## src/rtl/adr_pkg.sv

```systemverilog
// constants for the amplifier diagnostic register bank
package adr_pkg;
   localparam logic [6:0] I2C_DEV_ADDR   = 7'h6c;
   localparam logic [7:0] OFS_FAULT      = 8'h01;
   localparam logic [7:0] OFS_STATUS     = 8'h02;
   localparam logic [7:0] OFS_CONTROL    = 8'h03;
   localparam logic [7:0] RST_FAULT      = 8'h00;
   localparam logic [7:0] RST_STATUS     = 8'h00;
   localparam logic [7:0] RST_CONTROL    = 8'h78;
   localparam logic [7:0] FAULT_RSVD_MSK = 8'h03;
   localparam logic [7:0] CTRL_WR_MSK    = 8'hf9;
   localparam int         BIT_FREQ       = 0;
   localparam int         LIM_LSB        = 3;
   localparam int         GAIN_LSB       = 6;
   localparam int         FLT_DIAG       = 2;
   localparam int         FLT_OC         = 3;
   localparam int         FLT_UV         = 4;
   localparam int         FLT_OV         = 5;
   localparam int         FLT_DC         = 6;
   localparam int         FLT_OT         = 7;
   localparam int         ST_FAULT       = 4;
   localparam int         ST_DIAG        = 5;
   localparam int         ST_MUTE        = 6;
   localparam int         ST_PLAY        = 7;
   localparam logic [2:0] LIM_OFF        = 3'b111;
   typedef enum logic [2:0]
   {
      ADR_IDLE = 3'b000,
      ADR_DEV  = 3'b001,
      ADR_SUB  = 3'b010,
      ADR_WDAT = 3'b011,
      ADR_RDAT = 3'b100,
      ADR_ACK  = 3'b101,
      ADR_RACK = 3'b110,
      ADR_SKIP = 3'b111
   } adr_state_t;
endpackage

```

## src/rtl/adr_sync.sv

```systemverilog
// two-flop synchroniser with edge outputs taken after the second stage
`timescale 1ns/1ps
module adr_sync
(
   input  wire logic clk_sys,
   input  wire logic srst,
   input  wire logic ce,
   input  wire logic din,
   output logic      dout,
   output logic      rise,
   output logic      fall
);
   logic meta_r;
   logic sync_r;
   logic last_r;

   always_ff @(posedge clk_sys)
   begin
      if (srst)
      begin
         meta_r <= 1'b1;
         sync_r <= 1'b1;
         last_r <= 1'b1;
      end
      else if (ce)
      begin
         meta_r <= din;
         sync_r <= meta_r;
         last_r <= sync_r;
      end
   end

   assign dout = sync_r;
   assign rise = ce & sync_r & ~last_r;
   assign fall = ce & ~sync_r & last_r;
endmodule

```

## src/rtl/adr_fault_latch.sv

```systemverilog
// sticky fault bits, set wins over clear
`timescale 1ns/1ps
module adr_fault_latch #(parameter int W = 6)
(
   input  wire logic         clk_sys,
   input  wire logic         srst,
   input  wire logic         ce,
   input  wire logic [W-1:0] ev,
   input  wire logic         clr,
   output logic [W-1:0]      q
);
   if (W < 1)
   begin : g_bad_width
      $error("fault latch width must be positive");
   end

   for (genvar i = 0; i < W; i++)
   begin : g_bit
      logic bit_r;
      always_ff @(posedge clk_sys)
      begin
         if (srst)
            bit_r <= 1'b0;
         else if (ce)
            bit_r <= ev[i] | (bit_r & ~clr);
      end
      assign q[i] = bit_r;
   end
endmodule

```

## src/rtl/adr_regs.sv

```systemverilog
// two-wire serial slave with fault, status and control registers
// What this block does
// - decode fault 01, status 02, control 03
// - fault register resets zero, D1:D0 reserved
// - D2 load-diag fault, D3 overcurrent
// - D4 undervoltage, D5 overvoltage
// - D6 dc offset, D7 overtemperature
// - status resets zero, reads 80 (D7 play) once unmuted
// - D0 short to rail, D1 short ground
// - D2 open load, D3 shorted load
// - D4 fault, D5 diag, D6 mute, D7 play
// - control D7:D6 select gain
// - control D0 selects switching frequency
// - control D5:D3 set peak limiter
// - limiter disabled at reset, code 111
// - defaults serve when no master present
// - fault pin low when outputs hi-z
// - mute input stops switching, blocks audio
// - sequential read auto-increments address
// - open-load clears at next diagnostic cycle
`timescale 1ns/1ps
module adr_regs
(
   input  wire logic       clk_sys,
   input  wire logic       srst,
   input  wire logic       ce,
   input  wire logic       scl_i,
   input  wire logic       sda_i,
   output logic            sda_o,
   output logic            sda_oe,
   input  wire logic       mute_i,
   input  wire logic       ev_diag_fault,
   input  wire logic       ev_overcurrent,
   input  wire logic       ev_undervolt,
   input  wire logic       ev_overvolt,
   input  wire logic       ev_dc_offset,
   input  wire logic       ev_overtemp,
   input  wire logic       diag_running,
   input  wire logic       diag_start,
   input  wire logic       short_to_rail,
   input  wire logic       short_to_gnd,
   input  wire logic       open_load,
   input  wire logic       shorted_load,
   input  wire logic       hiz_fault,
   output logic            fault_n_o,
   output logic            fault_n_oe,
   output logic            switch_en,
   output logic [1:0]      gain_sel,
   output logic            freq_sel,
   output logic [2:0]      limiter_sel
);
   logic             scl_s;
   logic             scl_rise;
   logic             scl_fall;
   logic             sda_s;
   logic             sda_rise;
   logic             sda_fall;
   logic             mute_s;
   adr_pkg::adr_state_t st_r;
   adr_pkg::adr_state_t st_nxt;
   adr_pkg::adr_state_t after_ack_r;
   logic [7:0]       sh_r;
   logic [3:0]       cnt_r;
   logic [7:0]       ptr_r;
   logic             sub_done_r;
   logic             rd_r;
   logic [7:0]       ctrl_r;
   logic [7:0]       sts_r;
   logic             open_r;
   logic             sda_drv_r;
   logic             fault_clr;
   logic [5:0]       fault_q;
   logic [7:0]       fault_reg;
   logic [7:0]       rd_data;
   logic             start_c;
   logic             stop_c;
   logic [7:0]       sh_in;

   adr_sync u_scl (.clk_sys(clk_sys), .srst(srst), .ce(ce), .din(scl_i),
                   .dout(scl_s), .rise(scl_rise), .fall(scl_fall));
   adr_sync u_sda (.clk_sys(clk_sys), .srst(srst), .ce(ce), .din(sda_i),
                   .dout(sda_s), .rise(sda_rise), .fall(sda_fall));
   adr_sync u_mut (.clk_sys(clk_sys), .srst(srst), .ce(ce), .din(mute_i),
                   .dout(mute_s), .rise(), .fall());

   // register read mux
   function automatic logic [7:0] reg_sel(input logic [7:0] a, input logic [7:0] f,
                                          input logic [7:0] s, input logic [7:0] c);
      case (a)
         adr_pkg::OFS_FAULT:   reg_sel = f;
         adr_pkg::OFS_STATUS:  reg_sel = s;
         adr_pkg::OFS_CONTROL: reg_sel = c;
         default:              reg_sel = 8'h00;
      endcase
   endfunction

   // fault latch: clears after a read of it completes
   adr_fault_latch #(.W(6)) u_flt
   (
      .clk_sys (clk_sys),
      .srst    (srst),
      .ce      (ce),
      .ev      ({ev_overtemp, ev_dc_offset, ev_overvolt,
                 ev_undervolt, ev_overcurrent, ev_diag_fault}),
      .clr     (fault_clr),
      .q       (fault_q)
   );
   assign fault_reg = {fault_q, 2'b00};

   assign start_c = scl_s & sda_fall;
   assign stop_c  = scl_s & sda_rise;
   assign sh_in   = {sh_r[6:0], sda_s};
   assign rd_data = reg_sel(ptr_r, fault_reg, sts_r, ctrl_r);
   // pointer has already stepped past the byte just read
   assign fault_clr = ce & (st_r == adr_pkg::ADR_RACK) & scl_rise
                      & (ptr_r == adr_pkg::OFS_FAULT + 8'h01);

   // open-load indication held until the next diagnostic cycle begins
   always_ff @(posedge clk_sys)
   begin
      if (srst)
         open_r <= 1'b0;
      else if (ce)
         open_r <= open_load | (open_r & ~diag_start);
   end

   // live status: one sampling stage, except open load held in open_r and mute taken after the synchroniser
   always_ff @(posedge clk_sys)
   begin
      if (srst)
         sts_r <= adr_pkg::RST_STATUS;
      else if (ce)
      begin
         sts_r[0] <= short_to_rail;
         sts_r[1] <= short_to_gnd;
         sts_r[2] <= open_r;
         sts_r[3] <= shorted_load;
         sts_r[adr_pkg::ST_FAULT] <= hiz_fault;
         sts_r[adr_pkg::ST_DIAG]  <= diag_running;
         sts_r[adr_pkg::ST_MUTE]  <= mute_s & ~hiz_fault & ~diag_running;
         sts_r[adr_pkg::ST_PLAY]  <= ~mute_s & ~hiz_fault & ~diag_running;
      end
   end

   // serial state machine, bit count on scl rise, shift out on scl fall
   always_comb
   begin
      st_nxt = st_r;
      if (start_c)
         st_nxt = adr_pkg::ADR_DEV;
      else if (stop_c)
         st_nxt = adr_pkg::ADR_IDLE;
      else if (scl_fall)
      begin
         case (st_r)
            adr_pkg::ADR_DEV,
            adr_pkg::ADR_SUB,
            adr_pkg::ADR_WDAT:
               if (cnt_r == 4'd8)
                  st_nxt = (st_r == adr_pkg::ADR_DEV &&
                            sh_r[7:1] != adr_pkg::I2C_DEV_ADDR) ?
                           adr_pkg::ADR_SKIP : adr_pkg::ADR_ACK;
            adr_pkg::ADR_ACK:
               st_nxt = after_ack_r;
            adr_pkg::ADR_RDAT:
               if (cnt_r == 4'd8)
                  st_nxt = adr_pkg::ADR_RACK;
            adr_pkg::ADR_RACK:
               st_nxt = sda_drv_r ? adr_pkg::ADR_SKIP : adr_pkg::ADR_RDAT;
            default: st_nxt = st_r;
         endcase
      end
   end

   always_ff @(posedge clk_sys)
   begin
      if (srst)
      begin
         st_r        <= adr_pkg::ADR_IDLE;
         after_ack_r <= adr_pkg::ADR_IDLE;
         sh_r        <= 8'h00;
         cnt_r       <= 4'd0;
         ptr_r       <= 8'h00;
         sub_done_r  <= 1'b0;
         rd_r        <= 1'b0;
         ctrl_r      <= adr_pkg::RST_CONTROL;
         sda_drv_r   <= 1'b0;
      end
      else if (ce)
      begin
         st_r <= st_nxt;
         if (start_c)
         begin
            cnt_r      <= 4'd0;
            sub_done_r <= 1'b0;
         end
         else if (scl_rise)
         begin
            if (st_r == adr_pkg::ADR_RACK)
               sda_drv_r <= sda_s; // master nack seen
            else
            begin
               // read shifter moves on scl fall only, never while scl high
               if (st_r != adr_pkg::ADR_RDAT)
                  sh_r <= sh_in;
               cnt_r <= cnt_r + 4'd1;
            end
         end
         else if (scl_fall)
         begin
            sda_drv_r <= 1'b0;
            case (st_r)
               adr_pkg::ADR_DEV:
                  if (cnt_r == 4'd8)
                  begin
                     rd_r        <= sh_r[0];
                     after_ack_r <= sh_r[0] ? adr_pkg::ADR_RDAT : adr_pkg::ADR_SUB;
                     sda_drv_r   <= (sh_r[7:1] == adr_pkg::I2C_DEV_ADDR);
                  end
               adr_pkg::ADR_SUB:
                  if (cnt_r == 4'd8)
                  begin
                     ptr_r       <= sh_r;
                     sub_done_r  <= 1'b1;
                     after_ack_r <= adr_pkg::ADR_WDAT;
                     sda_drv_r   <= 1'b1;
                  end
               adr_pkg::ADR_WDAT:
                  if (cnt_r == 4'd8)
                  begin
                     if (ptr_r == adr_pkg::OFS_CONTROL)
                        ctrl_r <= sh_r & adr_pkg::CTRL_WR_MSK;
                     ptr_r     <= ptr_r + 8'h01;
                     sda_drv_r <= 1'b1;
                  end
               adr_pkg::ADR_ACK:
               begin
                  cnt_r <= 4'd0;
                  if (after_ack_r == adr_pkg::ADR_RDAT)
                     sh_r <= rd_data;
               end
               adr_pkg::ADR_RDAT:
                  if (cnt_r == 4'd8)
                     ptr_r <= ptr_r + 8'h01;
                  else
                     sh_r <= {sh_r[6:0], 1'b0};
               adr_pkg::ADR_RACK:
               begin
                  cnt_r <= 4'd0;
                  sh_r  <= rd_data;
               end
               default: cnt_r <= cnt_r;
            endcase
         end
      end
   end

   // read data from shifter msb, held through scl high up to the next fall
   logic rd_bit;
   assign rd_bit = (st_r == adr_pkg::ADR_RDAT) & ~sh_r[7];
   assign sda_o  = 1'b0;
   assign sda_oe = ((st_r == adr_pkg::ADR_ACK) & sda_drv_r) | rd_bit;

   assign fault_n_o  = 1'b0;
   assign fault_n_oe = hiz_fault;
   assign switch_en  = ~mute_s & ~hiz_fault & ~diag_running;
   assign gain_sel    = ctrl_r[adr_pkg::GAIN_LSB +: 2];
   assign freq_sel    = ctrl_r[adr_pkg::BIT_FREQ];
   assign limiter_sel = ctrl_r[adr_pkg::LIM_LSB +: 3];

   // checks
   ctrl_reset_a: assert property (@(posedge clk_sys) $past(srst) && !srst |->
      ctrl_r == adr_pkg::RST_CONTROL && sts_r == adr_pkg::RST_STATUS
      && fault_reg == adr_pkg::RST_FAULT)
      else $error("register reset value wrong");
   rsvd_ctrl_a: assert property (@(posedge clk_sys) disable iff (srst)
      ctrl_r[2:1] == 2'b00)
      else $error("reserved control bits set");
   rsvd_fault_a: assert property (@(posedge clk_sys) disable iff (srst)
      fault_reg[1:0] == 2'b00)
      else $error("reserved fault bits set");
   oc_latch_a: assert property (@(posedge clk_sys) disable iff (srst)
      ce && ev_overcurrent |=> fault_reg[3])
      else $error("overcurrent not latched");
   ot_latch_a: assert property (@(posedge clk_sys) disable iff (srst)
      ce && ev_overtemp |=> fault_reg[7])
      else $error("overtemperature not latched");
   uv_latch_a: assert property (@(posedge clk_sys) disable iff (srst)
      ce && ev_undervolt |=> fault_reg[4])
      else $error("undervoltage not latched");
   fault_pin_a: assert property (@(posedge clk_sys) fault_n_oe == hiz_fault)
      else $error("fault pin mismatch");
   mute_stop_a: assert property (@(posedge clk_sys) disable iff (srst)
      mute_s |-> !switch_en)
      else $error("switching while muted");
   short_rail_a: assert property (@(posedge clk_sys) disable iff (srst)
      ce && short_to_rail |=> sts_r[0])
      else $error("rail short not shown");
   incr_read_a: assert property (@(posedge clk_sys) disable iff (srst)
      ce && scl_fall && !start_c && !stop_c && st_r == adr_pkg::ADR_RDAT
      && cnt_r == 4'd8 |=> ptr_r == $past(ptr_r) + 8'h01)
      else $error("read pointer not incremented");
   cv_write_c: cover property (@(posedge clk_sys) st_r == adr_pkg::ADR_WDAT);
   cv_read_c:  cover property (@(posedge clk_sys) st_r == adr_pkg::ADR_RACK);
   cv_fault_c: cover property (@(posedge clk_sys) fault_clr);
endmodule

```

## config.mk

```make
export PLATFORM = sky130hd
export DESIGN_NAME = adr_regs
export DESIGN_NICKNAME = d
export VERILOG_FILES = /design/src/rtl/adr_pkg.sv /design/src/rtl/adr_sync.sv /design/src/rtl/adr_fault_latch.sv /design/src/rtl/adr_regs.sv
export SDC_FILE = /design/constraint.sdc
export NUM_CORES = 1
export LEC_CHECK = 0
export BUFFER_PORTS_ARGS = -buffer_cell sky130_fd_sc_hd__buf_2
export CAP_MARGIN = 15
export CORE_MARGIN = 1
export CORE_UTILIZATION = 45
export CTS_BUF_LIST = sky130_fd_sc_hd__clkbuf_8
export DETAILED_ROUTE_END_ITERATION = 12
export GPL_ROUTABILITY_DRIVEN = 0
export PLACE_DENSITY = 0.6
export SYNTH_ARGS = -nofsm -noshare
export SYNTH_HDL_FRONTEND = slang
export SYNTH_SLANG_ARGS = --single-unit
```

## constraint.sdc

```tcl
create_clock -name clk_sys -period 2.15 [get_ports clk_sys]
set_input_delay 0.645 -clock clk_sys [delete_from_list [all_inputs] [get_ports clk_sys]]
set_output_delay 0.645 -clock clk_sys [all_outputs]
set_load 0.005 [all_outputs]
```

# == Word-level counts from Yosys, hierarchy flattened ==
# Cells that the tools add are included.
# word_totals
regBits,56
output_inout_bits,11
wordCells,150
inputBits,19
# op_classes
n_eq_ne,25
muxes,34
bitwise,46
n_addsub,2
reduce_logical,20
# op_table
cell,n
8-bit 2-to-1 mux,8
8-bit case mux with 3 select lines,2
1-bit bitwise AND,26
3-bit 2-to-1 mux,8
7-bit AND reduction,3
4-bit 2-to-1 mux,5
"8-bit by 2-bit equality test with 1-bit output, second input constant",2
8-bit case mux with 2 select lines,1
"3-bit equality test, second input constant",4
"3-bit inequality test, second input constant",4
1-bit inverter,12
3-bit case mux with 4 select lines,1
3-bit nonzero test,3
"8-bit by 1-bit adder with 8-bit output, second input constant",1
"8-bit by 1-bit equality test with 1-bit output, second input constant",1
"4-bit inequality test, second input constant",2
1-bit OR,8
4-bit AND reduction,2
8-bit AND reduction,1
"7-bit equality test, second input constant",1
"7-bit inequality test, second input constant",1
"3-bit by 2-bit equality test with 1-bit output, second input constant",2
"2-bit by 1-bit inequality test with 1-bit output, second input constant",3
"2-bit inequality test, second input constant",3
other kinds (14),23

# == Logic depth before layout (Yosys ltp) ==
# depth
word_depth,8
ltp_mapped,9
depth_no_buf,7

# == Hierarchy ==
# Synthesis repeated with hierarchy kept, for this count alone.
# unflattened
hier_cells,388
area_unflattened_um2,3281.9
# modules_own_cells
mod,cells_per_inst,instances,seq_area_each_um2,area_each_um2
adr_regs,319,1,840.8,2617.5
adr_sync,12,3,60.1,121.4
adr_fault_latch,33,1,120.1,300.3

# == Worst setup path after synthesis ==
# Ideal clock, no wire load.
# synth_timing
path_kind,register to register
startpoint,register cnt_r[0]
endpoint,register sh_r[1]
path_buffers,2
setup_time_ns,0.088
path_slack_ns,0.257
path_stages_with_launch,10
t_arrival_ns,1.805
required_time_ns,2.062
synth_period_minus_slack_ns,1.893
path_cell_list,dfxtp_1 -> inv_1 -> ha_1 -> nand2_2 -> or4_1 -> a31o_1 -> buf_6 -> and2_1 -> buf_6 -> a311oi_2
# synth_via
elab_chain_len,3
# synth_lines
item,line,source
from (decl),adr_regs.sv:63,logic [3:0] cnt_r;
from (signal assigned),adr_regs.sv:206,cnt_r <= cnt_r + 4'd1;
from (signal assigned),adr_regs.sv:252,default: cnt_r <= cnt_r;
4-bit equality test,adr_regs.sv:243,if (cnt_r == 4'd8)
3-bit inequality test (no line),-,
8-bit AND reduction (no line),-,
to (signal assigned),adr_regs.sv:240,sh_r <= rd_data;
to (signal assigned),adr_regs.sv:246,"sh_r <= {sh_r[6:0], 1'b0};"
to (signal assigned),adr_regs.sv:250,sh_r <= rd_data;
to (decl),adr_regs.sv:62,logic [7:0] sh_r;
# Every way passes these cells.
# A chain may end at the register's enable or synchronous reset.

# == Worst setup path after layout ==
# layout_timing
startpoint,register st_r[1]
endpoint,register sh_r[1]
# layout_via
elab_chain_len,4
elab_cells_between_ends,13
classes_between,8 x eq/ne; 3 x mux; 2 x reduce/logical
# layout_lines
item,line,source
from (decl),adr_regs.sv:59,adr_pkg::adr_state_t st_r;
from (signal assigned),adr_regs.sv:179,st_r <= adr_pkg::ADR_IDLE;
from (signal assigned),adr_regs.sv:191,st_r <= st_nxt;
"3-bit equality test, on equally long branches","adr_regs.sv:199, adr_regs.sv:212",
8-bit case mux with 3 select lines,adr_regs.sv:212,case (st_r)
8-bit 2-to-1 mux,adr_regs.sv:209,else if (scl_fall)
8-bit 2-to-1 mux,adr_regs.sv:197,else if (scl_rise)
to (signal assigned),adr_regs.sv:205,sh_r <= sh_in;
to (signal assigned),adr_regs.sv:240,
to (signal assigned),adr_regs.sv:246,
# Several ways; a longest one is shown, not always the timed one. The select of a mux whose other input is x is not followed.

==> flow_results.org <==
** Final layout
- Compared with the post-synthesis result, the final layout area differs by 10.9%.
- Nets :: 396
- In the layout the commonest cells are dfxtp_1 (55), nor2_1 (49), a21oi_1 (27), buf_2 (27), nand2_1 (26).
- Leading cell type in the layout, fill and taps excluded :: dfxtp_1
- ANT cells :: 0
- Share of layout cells above drive strength 1 :: 19.3%
- Final core utilization :: 52.2%

** Routing
- The final route contains 2593 vias.
- Dividing the detail-routed wire length by the instance count gives 15.3 um.
- DRC violation total after the first TritonRoute iteration :: 118
- Dividing the detail-routed via count by the number of cells gives 5.76.
- Drc violations :: 0
- In this run the remaining antenna-violating nets after routing total 0.
- The first detailed-routing pass took 4 iterations.
- Summed over all layers, the routed wires come to 6.89 mm.

** STA
- Setup repair after global routing left no endpoint under its margin.
- Post-route setup TNS :: 0 ps
- Final Hold Vio Count :: 0
- Pins over their slew limit :: 0
- The clock arrives with 7.92 ps of skew.
- Worst hold slack :: 472 ps
- After layout, the minimum clock period comes to 2010 ps.
- After layout, the worst path uses 93.3% of the clock period.
- Setup violations remaining at the end of the flow were counted as 0.
- Static timing analysis puts the maximum clock frequency at 0.498 GHz.

** Critical path
- Class of the most critical setup path :: flip-flop to flip-flop
- Critical path's largest stage delay :: 560 ps
- Walking the worst path, the cells encountered are buf_4 -> nor2_1 -> a31o_2 -> a31o_1 -> and2_1 -> a311oi_2.
- Number of cells on the critical path :: 6
- Buffering stage count on the worst path with inverters included :: 1
- At the worst endpoint, the required time is 2380 ps.
- Critical Path Slowest Stage Cell :: dfxtp_1
- At the worst endpoint, the arrival time is 2230 ps.
- Worst reg2reg endpoint :: sh_r[1]
- In this run the register-to-register setup slack is 140 ps.
- The number of cells on the worst reg-to-reg path is 6.
- Crit-path max FO :: 15
- The most critical setup path has its endpoint at sh_r[1].
- The worst setup path is captured at a flip-flop.
- Among cell families on the critical path, the largest total delay comes from compound AO/OA/AOI/OAI gates.
- The worst register-to-register path begins at st_r[1].
- Critical path launch point :: st_r[1]
- STA classifies the critical path startpoint as a flip-flop.

** Job
- Max-cap check violation count :: 0

** Floorplanning
- After floorplanning, the core was sized to cover 6390 um2.
- The die covers 7010 um2.
- From bottom edge to top edge, the die measures 83.7 um.
- Pin placement for this block handled 30 I/O pins.
- Width of the chip :: 83.7 um
- Initial Util :: 47.0%
- Number of placement rows :: 29

** Worst hold path
- The worst hold path belongs to the class flip-flop to flip-flop.

** Global route
- Maximum number of pins on one net before global-route repair :: 29
- Via count of the first global-routing pass :: 2443
- Initial antenna violation count :: 0
- The first global-routing pass estimated 11.6 mm of wire.
- Summed over all layers, the global routing overflow is 0.
- Global routing used 20.4% of the available tracks across all layers.

** CTS
- The tree is rooted in a clkbuf_8.
- Clock net sink count :: 56
- Setup fix buffers added after clock tree synthesis :: 0
- TritonCTS clock tree :: done
- Post-CTS Hold Fix Bufs :: 0
- Buffer levels on the longest clock path :: 2
- The clock reaches the later pin of the worst-skew pair after 310 ps.
- TritonCTS created 5 clock buffers.
- Clock-pin slew was measured on the worst setup and hold paths at 100 ps.
- Post-CTS resize count :: 1
- The clock tree synthesis step divided the H-tree into 2 levels.

** Pwr
- Cell area power density :: 588 nW/um2
- In this run the static leakage power is 1.24 nW.
- VDD sags by at most 0.392 mV.

** Logic synthesis
- In this run the cell area of the synthesized design comes to 3000 um2.
- Of the synthesized area, sequential elements account for 37.3%.
- The Yosys step of the flow raised 0 warnings.
- Fraction of registers with async set/reset :: 0%
- In the synthesized netlist, the number of instances is 348.
- Mean instance size in the synthesized netlist :: 8.63 um2
- Number of synthesized register bits :: 56
- After synthesis, the netlist uses 62 different library cells.
- The synthesized design contains 0 enable-type register cells.
- For this run, the leading register cell type out of synthesis is dfxtp_1.

** Place
- The wire-length estimate of the detail-placed layout is 4.98 mm.
- The count of buffers added on input and output ports is 27.

** Outcome
- The run finished with clean final reports.
[metrics by stage]
step           cells  setup slack (ps)  area (um2)  total power [mW]
2_1_floorplan    349               257        3010              1.22
3_3_place_gp     442              87.1        3210              1.27
3_5_place_dp     442              80.5        3210              1.27
4_1_cts          450               117        3330              1.98
5_1_grt          450              17.0        3330              2.04
6_report         450               143        3330              1.96
[cells in the mapped netlist (2+ instances only)]
cell / count / area (um2)
mux2_2: 4 / 45.0
nor3_1: 9 / 45.0
a31o_2: 2 / 17.5
ha_1: 5 / 62.6
nor2b_1: 2 / 12.5
nand3b_1: 2 / 15.0
buf_2: 3 / 15.0
buf_1: 2 / 7.51
o21a_1: 2 / 15.0
a211oi_2: 7 / 87.6
a22o_1: 2 / 17.5
nand3_1: 9 / 45.0
nand2b_1: 6 / 37.5
o21ai_0: 9 / 45.0
a222oi_1: 5 / 50.1
buf_6: 5 / 56.3
inv_1: 13 / 48.8
and3_1: 2 / 12.5
a41oi_1: 2 / 17.5
nand4_1: 2 / 12.5
clkbuf_1: 13 / 48.8
o21ai_1: 6 / 30.0
and2_1: 4 / 25.0
nand2_1: 26 / 97.6
mux2i_1: 21 / 210
dfxtp_1: 56 / 1120
o311a_1: 2 / 20.0
a22oi_1: 15 / 113
and3b_1: 2 / 17.5
nor2_1: 49 / 184
a2111oi_1: 2 / 20.0
a21oi_1: 27 / 135
buf_4: 3 / 22.5
[power by group]
| part | leakage, nW | internal (mW) | switching, mW | total [mW] |
|---|---|---|---|---|
| Clock | 0.0600 | 0.354 | 0.359 | 0.713 |
| Combinational | 0.727 | 0.0669 | 0.0871 | 0.154 |
| Sequential | 0.456 | 1.07 | 0.0249 | 1.09 |
| Total | 1.24 | 1.49 | 0.471 | 1.96 |
[how the worst min path moves through the flow]
stage	from	endpoint	cells past startpoint
after floorplan	sts_r[6]	sts_r[6]	2
after global placement	u_scl.meta_r	u_scl.meta_r	2
after detailed placement	sts_r[6]	sts_r[6]	2
after CTS	sts_r[6]	sts_r[6]	2
after global routing	sts_r[6]	sts_r[6]	2
final	sts_r[6]	sts_r[6]	2
[sequential cells by signal, indices dropped and copies added (netlist names), 3 cells and up]
signal and cells:
ptr_r 8, sh_r 8, sts_r 8, ctrl_r 6, u_flt.g_bit.bit_r 6, cnt_r 4, after_ack_r 3, st_r 3
[metal layers]
layer	part of all wire, %	global-route usage (%)	vias up	routed length (um)
met2	48	34.8	41	3300
li1	-	-	1306	-
met5	0	0	-	0
met1	49	26.8	1242	3350
met3	2.8	2.67	4	194
met4	0.70	5.86	0	48
[final cells by class]
class,instances,area [um2]
clock buffers,5,68.8
inverters,13,48.8
clock inverters,3,46.3
repair buffers,42,260
well taps,77,96.3
flip-flops and latches,56,1120
multi-input cells,254,1690
fillers,623,3060
[worst reg2reg max path, cell delays in order (launching register included)]
cell,delay [ps]
dfxtp_1,560
buf_4,260
nor2_1,80
a31o_2,250
a31o_1,230
and2_1,300
a311oi_2,240
[logic make-up (layout without fill, tap and decap cells)]
| family | count (synthesis) | after routing | share of synthesized area, % |
|---|---|---|---|
| mux | 26 | 26 | 8.87 |
| simple gates | 126 | 126 | 21.0 |
| flops | 56 | 56 | 37.3 |
| xor+xnor | 1 | 1 | 0.292 |
| buf+inv | 39 | 63 | 6.62 |
| other cells | 1 | 2 | 0.125 |
| compound gates | 94 | 94 | 23.7 |
| fa+ha+maj | 5 | 5 | 2.08 |
(Power assumes the default switching activity.)
